File: src/logic/rtc_regs.svh
// Register map, field positions, reset values and key codes of the calendar clock core
// Summary of operation
// - Capture interrupt enable gates capture request
// - Hour forward step adds one hour
// - Hour backward step, ignored at hour zero
// - Daylight note bit is plain storage
// - Calibration pin carries 512Hz or 1Hz tap
// - Alarm pin source and polarity select
// - Status protected except event flag bits
// - Alarm writable flag follows alarm disable, cleared in init
// - Adjust pending set on shift write
// - Calendar set flag when year nonzero
// - Shadow sync flag on shadow copy
// - Init request halts counting, allows loading
// - Alarm match flag on unmasked match
// - Capture flag and overrun flag
// - Tamper flag on tamper event
// - Calibration pending locks calibration register
// - Prescaler written in init, two stages
// - Alarm writable when flag or init; masks
// - Weekday select compares day units to weekday
// - Key field always reads zero
// - Fraction counter exposes synchronous down counter
// - Shift adds delay and optional second
// - Capture time cleared with capture flag
// - Bypass select reads live counters
// - Alarm compare enable bit
`ifndef RTC_REGS_SVH
`define RTC_REGS_SVH

// Byte offsets
`define OFS_TIME      8'h00
`define OFS_DATE      8'h04
`define OFS_CTRL      8'h08
`define OFS_STS       8'h0C
`define OFS_PSC       8'h10
`define OFS_ALARM     8'h1C
`define OFS_KEY       8'h24
`define OFS_FRAC      8'h28
`define OFS_SHIFT     8'h2C
`define OFS_CAPT      8'h30
`define OFS_CAL       8'h3C

// Control bit positions
`define CT_EDGE       3
`define CT_BYPASS     5
`define CT_ALR_EN     8
`define CT_TS_EN      11
`define CT_CAP_IE     15
`define CT_FWD        16
`define CT_BWD        17
`define CT_RATE       19
`define CT_POL        20
`define CT_SRC_HI     22
`define CT_SRC_LO     21
`define CT_CAL_EN     23
`define CT_WMASK      32'h00FC9978
`define CT_INIT_ONLY  32'h00000050

// Status bit positions
`define ST_INIT_REQ   7
`define ST_SYNC       5
`define ST_ALARM      8
`define ST_CAP        11
`define ST_OVR        12
`define ST_TAMP       13

// Alarm bit positions
`define AL_SEC_IGN    7
`define AL_MIN_IGN    15
`define AL_HR_IGN     23
`define AL_WDAY_SEL   30
`define AL_DAY_IGN    31

// Field masks and reset values
`define TIME_MASK     23'h7F7F7F
`define DATE_MASK     24'hFFFF3F
`define PSC_MASK      23'h7F7FFF
`define PSC_RST       23'h7F00FF
`define DATE_RST      24'h002101
`define ALARM_SRC_A   2'b01

// Unlock key bytes, values arbitrary
`define KEY_FIRST     8'h5A
`define KEY_SECOND    8'hA7

`endif

File: src/logic/rtc_pkg.sv
// Types shared by the calendar clock core
package rtc_pkg;

	typedef enum logic [1:0] {
		KEY_LOCKED = 2'b00,
		KEY_HALF   = 2'b01,
		KEY_OPEN   = 2'b10
	} key_state_t;

	typedef struct packed {
		logic [31:0] ctrl;
		logic [22:0] time_v;
		logic [23:0] date_v;
		logic [22:0] psc;
		logic [31:0] alarm;
		logic [15:0] cal;
		logic [22:0] sh_time;
		logic [23:0] sh_date;
		logic [15:0] sh_sub;
		logic        half;
		logic [6:0]  apre_cnt;
		logic [15:0] sub;
		logic [14:0] shift_amt;
		logic        shift_plus;
		logic        fwd_pend;
		logic        bwd_pend;
		logic        init_req;
		logic        init_act;
		logic        alarm_wr;
		logic        adj_pend;
		logic        cal_set;
		logic        sh_sync;
		logic        alarm_flag;
		logic        al_prev;
		logic        cap_flag;
		logic        cap_ovr;
		logic        tamp_flag;
		logic        cal_pend;
		key_state_t  key;
		logic [2:0]  ts_sync;
		logic        ts_lvl;
		logic [2:0]  tp_sync;
		logic        tp_lvl;
		logic [22:0] cap_time;
		logic [31:0] rdata;
		logic        cal_out;
		logic        alarm_out;
		logic        irq;
	} rtc_state_t;

endpackage

File: src/logic/calendar_rtc_register_core.sv
// Calendar clock core: prescaler, calendar, alarm, capture, shift and registers
//
// Design decision made here: strobed register access.
`timescale 1ns/1ps
`include "rtc_regs.svh"

module calendar_rtc_register_core
	import rtc_pkg::*;
(
	// Clock and reset
	input  wire logic        sys_clk,
	input  wire logic        reset,
	// Register port
	input  wire logic [7:0]  addr,
	input  wire logic [31:0] wdata,
	input  wire logic        wr_stb,
	input  wire logic        rd_stb,
	output logic      [31:0] rdata,
	// Pins
	input  wire logic        capture_pin,
	input  wire logic        tamper_pin,
	output logic             calibration_output_pin,
	output logic             alarm_out,
	output logic             capture_irq
);

	rtc_state_t st;
	rtc_state_t nx;

	logic       unlocked;
	logic       bypass;
	logic       apre_tick;
	logic       sec_tick;
	logic       shift_now;
	logic       ts_evt;
	logic       tp_evt;
	logic       alarm_hit;
	logic       carry_m;
	logic       carry_h;
	logic       carry_d;
	logic [7:0] hr_v;
	logic [7:0] day_v;
	logic [7:0] sec_v;
	logic [7:0] min_v;
	logic [31:0] rd_v;

	// One BCD step with wrap to zero at top
	function automatic logic [7:0] bcd_step(input logic [7:0] v, input logic [7:0] top);
		if (v == top)
			return 8'h00;
		else if (v[3:0] == 4'h9)
			return {v[7:4] + 4'h1, 4'h0};
		else
			return v + 8'h01;
	endfunction

	// One BCD step down
	function automatic logic [7:0] bcd_dec(input logic [7:0] v);
		if (v[3:0] == 4'h0)
			return {v[7:4] - 4'h1, 4'h9};
		else
			return v - 8'h01;
	endfunction

	// Reset image of the whole state
	function automatic rtc_state_t rst_state();
		rtc_state_t s;
		s = '0;
		s.psc = `PSC_RST;
		s.date_v = `DATE_RST;
		s.sh_date = `DATE_RST;
		s.apre_cnt = s.psc[22:16];
		s.sub = 16'h00FF;
		s.alarm_wr = 1'b1;
		s.key = KEY_LOCKED;
		return s;
	endfunction

	assign unlocked = (st.key == KEY_OPEN);
	assign bypass   = st.ctrl[`CT_BYPASS];

	// Alarm comparison against live calendar with per field masks
	always_comb begin
		alarm_hit = 1'b1;
		if (!st.alarm[`AL_SEC_IGN] && st.alarm[6:0] != st.time_v[6:0])
			alarm_hit = 1'b0;
		if (!st.alarm[`AL_MIN_IGN] && st.alarm[14:8] != st.time_v[14:8])
			alarm_hit = 1'b0;
		if (!st.alarm[`AL_HR_IGN] && st.alarm[22:16] != st.time_v[22:16])
			alarm_hit = 1'b0;
		if (!st.alarm[`AL_DAY_IGN]) begin
			if (st.alarm[`AL_WDAY_SEL]) begin
				if (st.alarm[27:24] != {1'b0, st.date_v[15:13]})
					alarm_hit = 1'b0;
			end else if (st.alarm[29:24] != st.date_v[5:0]) begin
				alarm_hit = 1'b0;
			end
		end
	end

	// Register read multiplexer
	always_comb begin
		rd_v = 32'h00000000;
		case (addr)
			`OFS_TIME:  rd_v = {9'h000, bypass ? st.time_v : st.sh_time};
			`OFS_DATE:  rd_v = {8'h00, bypass ? st.date_v : st.sh_date};
			`OFS_CTRL:  rd_v = st.ctrl;
			`OFS_STS:   rd_v = {15'h0000, st.cal_pend, 2'b00, st.tamp_flag, st.cap_ovr,
			                    st.cap_flag, 2'b00, st.alarm_flag, st.init_req, st.init_act,
			                    st.sh_sync, st.cal_set, st.adj_pend, 2'b11, st.alarm_wr};
			`OFS_PSC:   rd_v = {9'h000, st.psc};
			`OFS_ALARM: rd_v = st.alarm;
			`OFS_KEY:   rd_v = 32'h00000000;
			`OFS_FRAC:  rd_v = {16'h0000, bypass ? st.sub : st.sh_sub};
			`OFS_SHIFT: rd_v = 32'h00000000;
			`OFS_CAPT:  rd_v = {9'h000, st.cap_time};
			`OFS_CAL:   rd_v = {16'h0000, st.cal};
			default:    rd_v = 32'h00000000;
		endcase
	end

	// Next state
	always_comb begin
		nx = st;
		apre_tick = 1'b0;
		sec_tick  = 1'b0;
		shift_now = 1'b0;
		carry_m   = 1'b0;
		carry_h   = 1'b0;
		carry_d   = 1'b0;
		hr_v      = {2'b00, st.time_v[21:16]};
		day_v     = {2'b00, st.date_v[5:0]};
		sec_v     = 8'h00;
		min_v     = 8'h00;

		// Pin synchronisers, a change counts once stages two and three agree
		nx.ts_sync = {st.ts_sync[1:0], capture_pin};
		nx.tp_sync = {st.tp_sync[1:0], tamper_pin};
		if (st.ts_sync[1] == st.ts_sync[2])
			nx.ts_lvl = st.ts_sync[2];
		if (st.tp_sync[1] == st.tp_sync[2])
			nx.tp_lvl = st.tp_sync[2];
		ts_evt = st.ctrl[`CT_TS_EN] && (nx.ts_lvl != st.ts_lvl)
		         && (nx.ts_lvl != st.ctrl[`CT_EDGE]);
		tp_evt = nx.tp_lvl && !st.tp_lvl;

		// Two stage prescaler, held at reload in init mode
		if (st.init_req) begin
			nx.apre_cnt = st.psc[22:16];
			nx.sub = {1'b0, st.psc[14:0]};
		end else if (st.apre_cnt == 7'h00) begin
			nx.apre_cnt = st.psc[22:16];
			apre_tick = 1'b1;
		end else begin
			nx.apre_cnt = st.apre_cnt - 7'h01;
		end
		if (apre_tick) begin
			if (st.sub == 16'h0000) begin
				nx.sub = {1'b0, st.psc[14:0]};
				sec_tick = 1'b1;
			end else if (st.adj_pend) begin
				nx.sub = st.sub - 16'h0001 + {1'b0, st.shift_amt};
				sec_tick = st.shift_plus;
				shift_now = 1'b1;
			end else begin
				nx.sub = st.sub - 16'h0001;
			end
		end

		// Calendar advance and hour steps on the seconds tick
		if (sec_tick) begin
			carry_m = (st.time_v[6:0] == 7'h59);
			carry_h = carry_m && (st.time_v[14:8] == 7'h59);
			carry_d = carry_h && (st.time_v[21:16] == 6'h23);
			sec_v = bcd_step({1'b0, st.time_v[6:0]}, 8'h59);
			nx.time_v[6:0] = sec_v[6:0];
			if (carry_m) begin
				min_v = bcd_step({1'b0, st.time_v[14:8]}, 8'h59);
				nx.time_v[14:8] = min_v[6:0];
			end
			if (carry_h)
				hr_v = bcd_step(hr_v, 8'h23);
			if (st.fwd_pend)
				hr_v = bcd_step(hr_v, 8'h23);
			else if (st.bwd_pend && hr_v != 8'h00)
				hr_v = bcd_dec(hr_v);
			nx.time_v[21:16] = hr_v[5:0];
			nx.fwd_pend = 1'b0;
			nx.bwd_pend = 1'b0;
			if (carry_d) begin
				day_v = (day_v == 8'h31) ? 8'h01 : bcd_step(day_v, 8'h31);
				nx.date_v[5:0] = day_v[5:0];
				nx.date_v[15:13] = (st.date_v[15:13] == 3'h7) ? 3'h1 :
				                   st.date_v[15:13] + 3'h1;
			end
			nx.cal_pend = 1'b0;
		end

		// Hardware maintained status
		nx.init_act = st.init_req;
		nx.alarm_wr = !st.ctrl[`CT_ALR_EN] && !st.init_req;
		nx.cal_set  = (st.date_v[23:16] != 8'h00);
		if (shift_now)
			nx.adj_pend = 1'b0;
		nx.al_prev = alarm_hit;

		// Bus writes
		if (wr_stb) begin
			case (addr)
				`OFS_TIME: begin
					if (unlocked && st.init_act)
						nx.time_v = wdata[22:0] & `TIME_MASK;
				end
				`OFS_DATE: begin
					if (unlocked && st.init_act)
						nx.date_v = wdata[23:0] & `DATE_MASK;
				end
				`OFS_CTRL: begin
					if (unlocked) begin
						nx.ctrl = (wdata & `CT_WMASK & ~`CT_INIT_ONLY) |
						          ((st.init_act ? wdata : st.ctrl) & `CT_INIT_ONLY);
						if (!st.init_req) begin
							nx.fwd_pend = st.fwd_pend | wdata[`CT_FWD];
							nx.bwd_pend = st.bwd_pend | wdata[`CT_BWD];
						end
					end
				end
				`OFS_STS: begin
					if (!wdata[`ST_ALARM])
						nx.alarm_flag = 1'b0;
					if (!wdata[`ST_CAP])
						nx.cap_flag = 1'b0;
					if (!wdata[`ST_OVR])
						nx.cap_ovr = 1'b0;
					if (!wdata[`ST_TAMP])
						nx.tamp_flag = 1'b0;
					if (unlocked) begin
						nx.init_req = wdata[`ST_INIT_REQ];
						if (!wdata[`ST_SYNC])
							nx.sh_sync = 1'b0;
					end
				end
				`OFS_PSC: begin
					if (unlocked && st.init_act)
						nx.psc = wdata[22:0] & `PSC_MASK;
				end
				`OFS_ALARM: begin
					if (unlocked && (st.alarm_wr || st.init_act))
						nx.alarm = wdata;
				end
				`OFS_KEY: begin
					case (st.key)
						KEY_LOCKED: nx.key = (wdata[7:0] == `KEY_FIRST) ? KEY_HALF : KEY_LOCKED;
						KEY_HALF:   nx.key = (wdata[7:0] == `KEY_SECOND) ? KEY_OPEN : KEY_LOCKED;
						KEY_OPEN:   nx.key = KEY_LOCKED;
						default:    nx.key = KEY_LOCKED;
					endcase
				end
				`OFS_SHIFT: begin
					if (unlocked && !st.adj_pend) begin
						nx.shift_amt  = wdata[14:0];
						nx.shift_plus = wdata[31];
						nx.adj_pend   = 1'b1;
						nx.sh_sync    = 1'b0;
					end
				end
				`OFS_CAL: begin
					if (unlocked && !st.cal_pend) begin
						nx.cal = wdata[15:0];
						nx.cal_pend = 1'b1;
					end
				end
				default: begin
				end
			endcase
		end

		// Shadow copies every two cycles unless a shift is pending, also in init so loaded values read back;
		// flag held clear while a shift is pending, bypassed or in init
		nx.half = ~st.half;
		if (st.adj_pend || bypass || st.init_req) begin
			nx.sh_sync = 1'b0;
		end
		if (st.half && !st.adj_pend) begin
			nx.sh_time = st.time_v;
			nx.sh_date = st.date_v;
			nx.sh_sub  = st.sub;
			if (!bypass && !st.init_req)
				nx.sh_sync = 1'b1;
		end

		// Hardware event sets win over software clears
		if (st.ctrl[`CT_ALR_EN] && alarm_hit && !st.al_prev && !st.init_req)
			nx.alarm_flag = 1'b1;
		if (ts_evt) begin
			if (st.cap_flag)
				nx.cap_ovr = 1'b1;
			nx.cap_flag = 1'b1;
			nx.cap_time = st.time_v;
		end
		if (tp_evt)
			nx.tamp_flag = 1'b1;
		if (!nx.cap_flag)
			nx.cap_time = 23'h000000;

		// Registered outputs
		nx.rdata = rd_stb ? rd_v : 32'h00000000;
		nx.cal_out = st.ctrl[`CT_CAL_EN] &
		             (st.ctrl[`CT_RATE] ? st.sub[7] : st.apre_cnt[5]);
		nx.alarm_out = ((st.ctrl[`CT_SRC_HI:`CT_SRC_LO] == `ALARM_SRC_A) && st.alarm_flag)
		               ^ st.ctrl[`CT_POL];
		nx.irq = st.ctrl[`CT_CAP_IE] & st.cap_flag;
	end

	// State register
	always_ff @(posedge sys_clk or posedge reset) begin
		if (reset)
			st <= rst_state();
		else
			st <= nx;
	end

	assign rdata                  = st.rdata;
	assign calibration_output_pin = st.cal_out;
	assign alarm_out              = st.alarm_out;
	assign capture_irq            = st.irq;

endmodule // calendar_rtc_register_core

File: config.mk
export PLATFORM = sky130hd
export DESIGN_NAME = calendar_rtc_register_core
export DESIGN_NICKNAME = d
export VERILOG_FILES = /design/src/logic/rtc_pkg.sv /design/src/logic/calendar_rtc_register_core.sv
export VERILOG_INCLUDE_DIRS = /design/src /design/src/logic
export SDC_FILE = /design/constraint.sdc
export NUM_CORES = 1
export LEC_CHECK = 0
export BUFFER_PORTS_ARGS = -buffer_cell sky130_fd_sc_hd__clkbuf_2
export CORE_MARGIN = 4
export CORE_UTILIZATION = 60
export CTS_CLUSTER_DIAMETER = 80
export CTS_CLUSTER_SIZE = 28
export DETAILED_ROUTE_END_ITERATION = 10
export HOLD_SLACK_MARGIN = 0.05
export PLACE_DENSITY = 0.78
export SLEW_MARGIN = 20
export SYNTH_ARGS = -nofsm -noshare
export SYNTH_HDL_FRONTEND = slang
export SYNTH_SLANG_ARGS = --single-unit
File: constraint.sdc
create_clock -name sys_clk -period 14.2 [get_ports sys_clk]
set_input_delay 2.13 -clock sys_clk [delete_from_list [all_inputs] [get_ports sys_clk]]
set_output_delay 2.13 -clock sys_clk [all_outputs]
set_load 0.05 [all_outputs]
Word-level counts from Yosys, hierarchy flattened
Index checks and enable logic that the tools add are counted.
{ "classes": {"n_addsub": 16, "reduce_logical": 56, "n_bitwise": 7, "eq_ne": 38, "n_mux": 104} }
{ "ops": {"columns": ["cell", "count"], "rows": [
  ["32-bit one-hot mux with 9 select lines", 1],
  ["117-bit 2-to-1 mux", 1],
  ["23-bit 2-to-1 mux", 5],
  ["16-bit 2-to-1 mux", 7],
  ["32-bit 2-to-1 mux", 3],
  ["7-bit 2-to-1 mux", 13],
  ["24-bit 2-to-1 mux", 3],
  ["6-bit 2-to-1 mux", 11],
  ["8-bit by 6-bit == test with 1-bit output, second input constant", 6],
  ["22-bit 2-to-1 mux", 2],
  ["1-bit 2-to-1 mux", 42],
  ["3-bit AND reduction", 10],
  ["24-bit by 7-bit OR with 24-bit output", 1],
  ["7-bit != test", 3],
  ["4-bit == test, second input constant", 5],
  ["1-bit logical AND", 20],
  ["16-bit by 15-bit adder with 16-bit output", 1],
  ["8-bit by 4-bit == test with 1-bit output, second input constant", 2],
  ["8-bit by 5-bit == test with 1-bit output, second input constant", 2],
  ["16-bit logical NOT", 1],
  ["2-bit 2-to-1 mux", 8],
  ["8-bit nonzero test", 2],
  ["16-bit by 1-bit subtractor with 16-bit output, second input constant", 1],
  ["3-bit 2-to-1 mux", 5],
  ["37 further kinds", 66]
]} }
{ "totals": {"wordCells": 261, "output_inout_bits": 35, "reg_bits": 318} }

Logic depth before layout (Yosys ltp)
{ "logic_depth": {"ltp_word": 13, "mapped_depth": 15} }

Worst setup path after synthesis
No wires, ideal clock.
{ "synth_path": {"kind": "input-to-reg", "startpoint": "input port addr[4]", "endpoint": "register st[83] (netlist bit)", "path_stages": 6, "required_ns": 14.075, "n_path_buf": 2, "t_arrival_ns": 4.120, "slack_ns": 9.955, "path_cell_list": "clkbuf_1 > nor3_1 > nand2_1 > nor3_1 > clkbuf_1 > mux2_2"} }
{ "synth_via": {"elab_chain_len": 2} }
{ "synth_rtl": {"columns": ["element", "line", "text"], "rows": [
  ["start, declared", "calendar_rtc_register_core.sv:14", "input wire logic [7:0] addr,"],
  ["8-bit by 6-bit == test with 1-bit output", "calendar_rtc_register_core.sv:209", "case (addr)"],
  ["3-bit AND reduction (no source line)", null, null],
  ["end signal, assigned", "calendar_rtc_register_core.sv:318", "st <= rst_state();"],
  ["end signal, assigned", "calendar_rtc_register_core.sv:320", "st <= nx;"],
  ["end, declared", "calendar_rtc_register_core.sv:27", "rtc_state_t st;"]
]} }
Every way passes these cells.
A chain may end at the register's enable or synchronous reset.

==> run_summary.xml <==
<?xml version="1.0" encoding="UTF-8"?>
<metrics>
  <group name="status">
    <metric name="status" unit="">finished clean</metric>
  </group>
  <group name="yosys">
    <metric name="yosys_warnings" unit="">0</metric>
    <metric name="avgSynthCellArea" unit="µm²">10.6</metric>
    <metric name="netlist.area_leader.share" unit="%">41.0</metric>
    <metric name="syn_nets" unit="">1639</metric>
    <metric name="synth_seq_cells" unit="">306</metric>
    <metric name="synthDistinctLibCells" unit="">93</metric>
    <metric name="ys_top_cells_by_area" unit="">sky130_fd_sc_hd__dfrtp_1 41%, sky130_fd_sc_hd__mux2_2 12%, sky130_fd_sc_hd__dfstp_2 5.9%</metric>
    <metric name="yosys_most_used_dff" unit="">sky130_fd_sc_hd__dfrtp_1</metric>
    <metric name="seq_area_frac_synth" unit="%">46.9</metric>
    <metric name="synth_largest_area_cell" unit="">sky130_fd_sc_hd__dfrtp_1</metric>
    <metric name="async_set_reset_flop_share_out_of_synthesis" unit="%">100</metric>
    <metric name="count_of_flip_flops_with_a_built_in_enable_after_synthesis" unit="">0</metric>
    <metric name="synth_cells" unit="">1551</metric>
    <metric name="mappedNetlistArea" unit="µm²">16400</metric>
  </group>
  <group name="power">
    <metric name="seqPwrFrac" unit="%">59.9</metric>
    <metric name="peakVddDrop" unit="µV">71.7</metric>
    <metric name="pwr-share-clk" unit="%">37.0</metric>
    <metric name="power_switching" unit="µW">341</metric>
    <metric name="leakagePower" unit="nW">7.58</metric>
    <metric name="p_comb_share" unit="%">3.1</metric>
    <metric name="switching_power_as_a_share_of_total_power" unit="%">23.4</metric>
    <metric name="cellInternalPower" unit="mW">1.12</metric>
    <metric name="total_power_per_unit_cell_area" unit="nW/µm²">84.3</metric>
    <metric name="power" unit="mW">1.46</metric>
  </group>
  <group name="routing">
    <metric name="drtIter0Drc" unit="">1728</metric>
    <metric name="post-route-drc-count" unit="">0</metric>
    <metric name="routed_wl" unit="µm">44900</metric>
    <metric name="route.detailed.wl_per_inst" unit="µm">23.8</metric>
    <metric name="vias" unit="">12600</metric>
    <metric name="drtAntennaViolNets" unit="">0</metric>
    <metric name="vias_per_cell" unit="">6.67</metric>
    <metric name="drt_first_pass_iters" unit="">6</metric>
  </group>
  <group name="finish">
    <metric name="number_of_standard_cells_in_the_layout_taps_in_and_fillers_out" unit="">1889</metric>
    <metric name="mostFrequentLayoutCell" unit="">sky130_fd_sc_hd__dfrtp_1</metric>
    <metric name="flow.area_growth_from_synthesis" unit="%">5.41</metric>
    <metric name="combined_area_of_the_multi_input_logic_cells" unit="µm²">8000</metric>
    <metric name="nNetsFinal" unit="">1625</metric>
    <metric name="area.sequential" unit="µm²">7700</metric>
    <metric name="filler_cell_count" unit="">2051</metric>
    <metric name="final_layout_size_suffix_gt1_share" unit="%">23.9</metric>
    <metric name="layout.cells.most_common_list" unit="">268 x sky130_fd_sc_hd__dfrtp_1, 175 x sky130_fd_sc_hd__mux2_2, 122 x sky130_fd_sc_hd__nand2_1</metric>
  </group>
  <group name="timing">
    <metric name="finalMaxSlewViolations" unit="">0</metric>
    <metric name="maxClockFrequency" unit="MHz">203</metric>
    <metric name="layout_min_cycle_time" unit="ns">4.93</metric>
    <metric name="final_min_period_over_clock_period" unit="%">34.7</metric>
    <metric name="timing_worst_slew_pin_value" unit="ns">1.09</metric>
    <metric name="timing.hold.ws" unit="ns">0.355</metric>
    <metric name="setup_repair_after_global_routing_missed_its_margin" unit="">no</metric>
    <metric name="report.final.hold_viol_count" unit="">0</metric>
    <metric name="slew_headroom" unit="%">27.2</metric>
    <metric name="worst_clock_skew" unit="ns">0.0376</metric>
    <metric name="setup_total_negative_slack" unit="ns">0</metric>
    <metric name="setup_viol_count_final" unit="">0</metric>
  </group>
  <group name="grt">
    <metric name="globalRoute.totalOverflow" unit="">0</metric>
    <metric name="groute.layer.met2.usage" unit="%">44.7</metric>
    <metric name="grt_busiest_layer" unit="">met2</metric>
    <metric name="grt_antenna_before_repair" unit="">1</metric>
    <metric name="grt_util_all_layers" unit="%">29.1</metric>
    <metric name="global_route.usage.met3" unit="%">6.67</metric>
    <metric name="grt_max_degree" unit="">154</metric>
    <metric name="first_pass_grt_wire_length" unit="µm">70000</metric>
    <metric name="grt.met1_usage" unit="%">41.7</metric>
    <metric name="first_global_vias" unit="">12100</metric>
  </group>
  <group name="clock_tree">
    <metric name="cts_num_sinks" unit="">306</metric>
    <metric name="root_buffer" unit="">sky130_fd_sc_hd__clkbuf_16</metric>
    <metric name="postCtsHoldBufs" unit="">0</metric>
    <metric name="postCtsSetupBuffers" unit="">0</metric>
    <metric name="clockBufferDepth" unit="">3</metric>
    <metric name="clkLatencyLatePin" unit="ns">0.53</metric>
    <metric name="numCtsBuffers" unit="">16</metric>
    <metric name="tritoncts" unit="">done</metric>
    <metric name="cts-resized-gates" unit="">0</metric>
    <metric name="clkTransAtPathRegs" unit="ns">0.11</metric>
    <metric name="cts-htree-levels" unit="">1</metric>
  </group>
  <group name="floorplanning">
    <metric name="placement_rows" unit="">60</metric>
    <metric name="floorplan.die.height" unit="µm">173</metric>
    <metric name="ports" unit="">81</metric>
    <metric name="floorplan.initialDensity" unit="%">61.0</metric>
    <metric name="fp.coreArea" unit="µm²">27000</metric>
    <metric name="dieArea" unit="µm²">30100</metric>
    <metric name="die_width" unit="µm">173</metric>
  </group>
  <group name="critical_path">
    <metric name="r2r.worst_path.cells" unit="">10</metric>
    <metric name="regToRegSetupSlack" unit="ns">10.38</metric>
    <metric name="crit_slowest_cell" unit="">sky130_fd_sc_hd__and2_0</metric>
    <metric name="timing.critical_path.cells" unit="">clkbuf_2, buf_4, nor4_1, and2_0, nand3_1, nand2_1, nor2_1, a21oi_1, o31ai_2</metric>
    <metric name="worstPathMaxFanout" unit="">35</metric>
    <metric name="critical_path.startpoint_type" unit="">primary input</metric>
    <metric name="worst_setup_path_end_kind" unit="">register</metric>
    <metric name="cp_slowest_stage_delay" unit="ns">0.83</metric>
    <metric name="arrival" unit="ns">5.35</metric>
    <metric name="reg2reg_from" unit="">st[280]$_DFF_PP0_</metric>
    <metric name="path_class" unit="">primary input to register</metric>
    <metric name="worst_reg2reg_path_endpoint" unit="">st[300]$_DFF_PP0_</metric>
    <metric name="cp_data_required_time" unit="ns">14.62</metric>
  </group>
  <group name="placement">
    <metric name="detailed_place_hpwl" unit="µm">31400</metric>
    <metric name="place_inst" unit="">1860</metric>
    <metric name="routabilityCongestion" unit="">0.916</metric>
    <metric name="port-buffer-count" unit="">80</metric>
  </group>
  <group name="worst_hold_path">
    <metric name="hold_start" unit="">nx[60]$_DFF_PP0_</metric>
    <metric name="hold_depth" unit="">0</metric>
    <metric name="hold_critical_path_endpoint" unit="">nx[61]$_DFF_PP0_</metric>
    <metric name="worst_hold_path_type" unit="">register to register</metric>
  </group>
  <group name="job">
    <metric name="maxCapViolCount" unit="">0</metric>
  </group>
</metrics>
==> power by group through the flow <==
| stage | registers (mW) | clock network (mW) | logic, mW |
|---|---|---|---|
| 4_1_cts | 0.875 | 0.546 | 0.0455 |
| 2_1_floorplan | 0.891 | 0 | 0.0210 |
| 3_3_place_gp | 0.891 | 0 | 0.0448 |
| 6_report | 0.875 | 0.541 | 0.0456 |
| 5_1_grt | 0.875 | 0.578 | 0.0504 |
| 3_5_place_dp | 0.891 | 0 | 0.0453 |
==> critical path, delay by kind of cell <==
family	cells	cell delay [ns]
AO/OA/AOI/OAI	2	0.27
AND/OR/NAND/NOR	5	2.58
buffers and inverters	2	0.34
==> cell families after synthesis <==
group           after synthesis  share of synthesized area (%)
simple gates                392                           11.8
compound gates              359                           14.7
flops                       306                           46.9
mux                         228                           15.2
buf+inv                     157                           4.58
xor+xnor                     65                           3.46
fa+ha+maj                    44                           3.37
==> flip-flops by register name (all words and copies together) (netlist names) <==
name / count
st: 265
rdata: 32
nx: 5
alarm_out: 1
bypass: 1
calibration_output_pin: 1
capture_irq: 1
==> layout make-up <==
| class | instances | area share, % |
|---|---|---|
| Antenna cell | 1 | 0.0144 |
| Clock buffer | 22 | 2.62 |
| Clock inverter | 6 | 0.426 |
| Inverter | 26 | 0.636 |
| Multi-Input combinational cell | 1088 | 46.2 |
| Sequential cell | 306 | 44.5 |
| Tap cell | 341 | 2.46 |
| Timing Repair Buffer | 99 | 3.16 |
==> metrics by stage <==
stage | instance area, µm² | util [%] | worst slack, ns
2_1_floorplan | 16400 | - | 3.67
3_3_place_gp | 16800 | 62.2 | 8.71
3_5_place_dp | 16800 | 62.2 | 8.58
4_1_cts | 17300 | 64.2 | 9.05
5_1_grt | 17300 | 64.3 | 9.02
6_report | 17300 | 64.3 | 9.27
==> how the worst max path moves through the flow <==
stage / startpoint / endpoint / depth (start not counted)
global route: addr[5] / st[301]$_DFF_PP0_ / 9
floorplan: reset / alarm_out$_DFF_PP0_ / 1
detailed placement: addr[5] / st[277]$_DFFE_PP0P_ / 6
CTS: addr[5] / st[277]$_DFFE_PP0P_ / 6
global placement: addr[5] / st[265]$_DFFE_PP0P_ / 6
finish: addr[5] / st[301]$_DFF_PP0_ / 9
==> layer usage <==
layer,share of wire (%),vias up
met1,41,6257
met4,3.1,0
met5,0,-
met3,11,96
met2,45,683
li1,-,5572
==> cell usage after synthesis, drive strengths merged, types with 10 or more instances <==
library cell and count:
a21oi 74, and3 14, a22oi 21, nor4 10, nor3 28, a21o 10
xnor2 29, a31oi 12, nor2 107, a211oi 14, ha 41, and2 17
a221oi 15, mux2 176, a22o 26, dfstp 37, nand2 123, dfrtp 269
buf 59, mux2i 52, a222oi 13, inv 26, xor2 36, nand3 25
nand4 10, o21ai 92, clkbuf 72, o22ai 28
(Power assumes the default switching activity.)
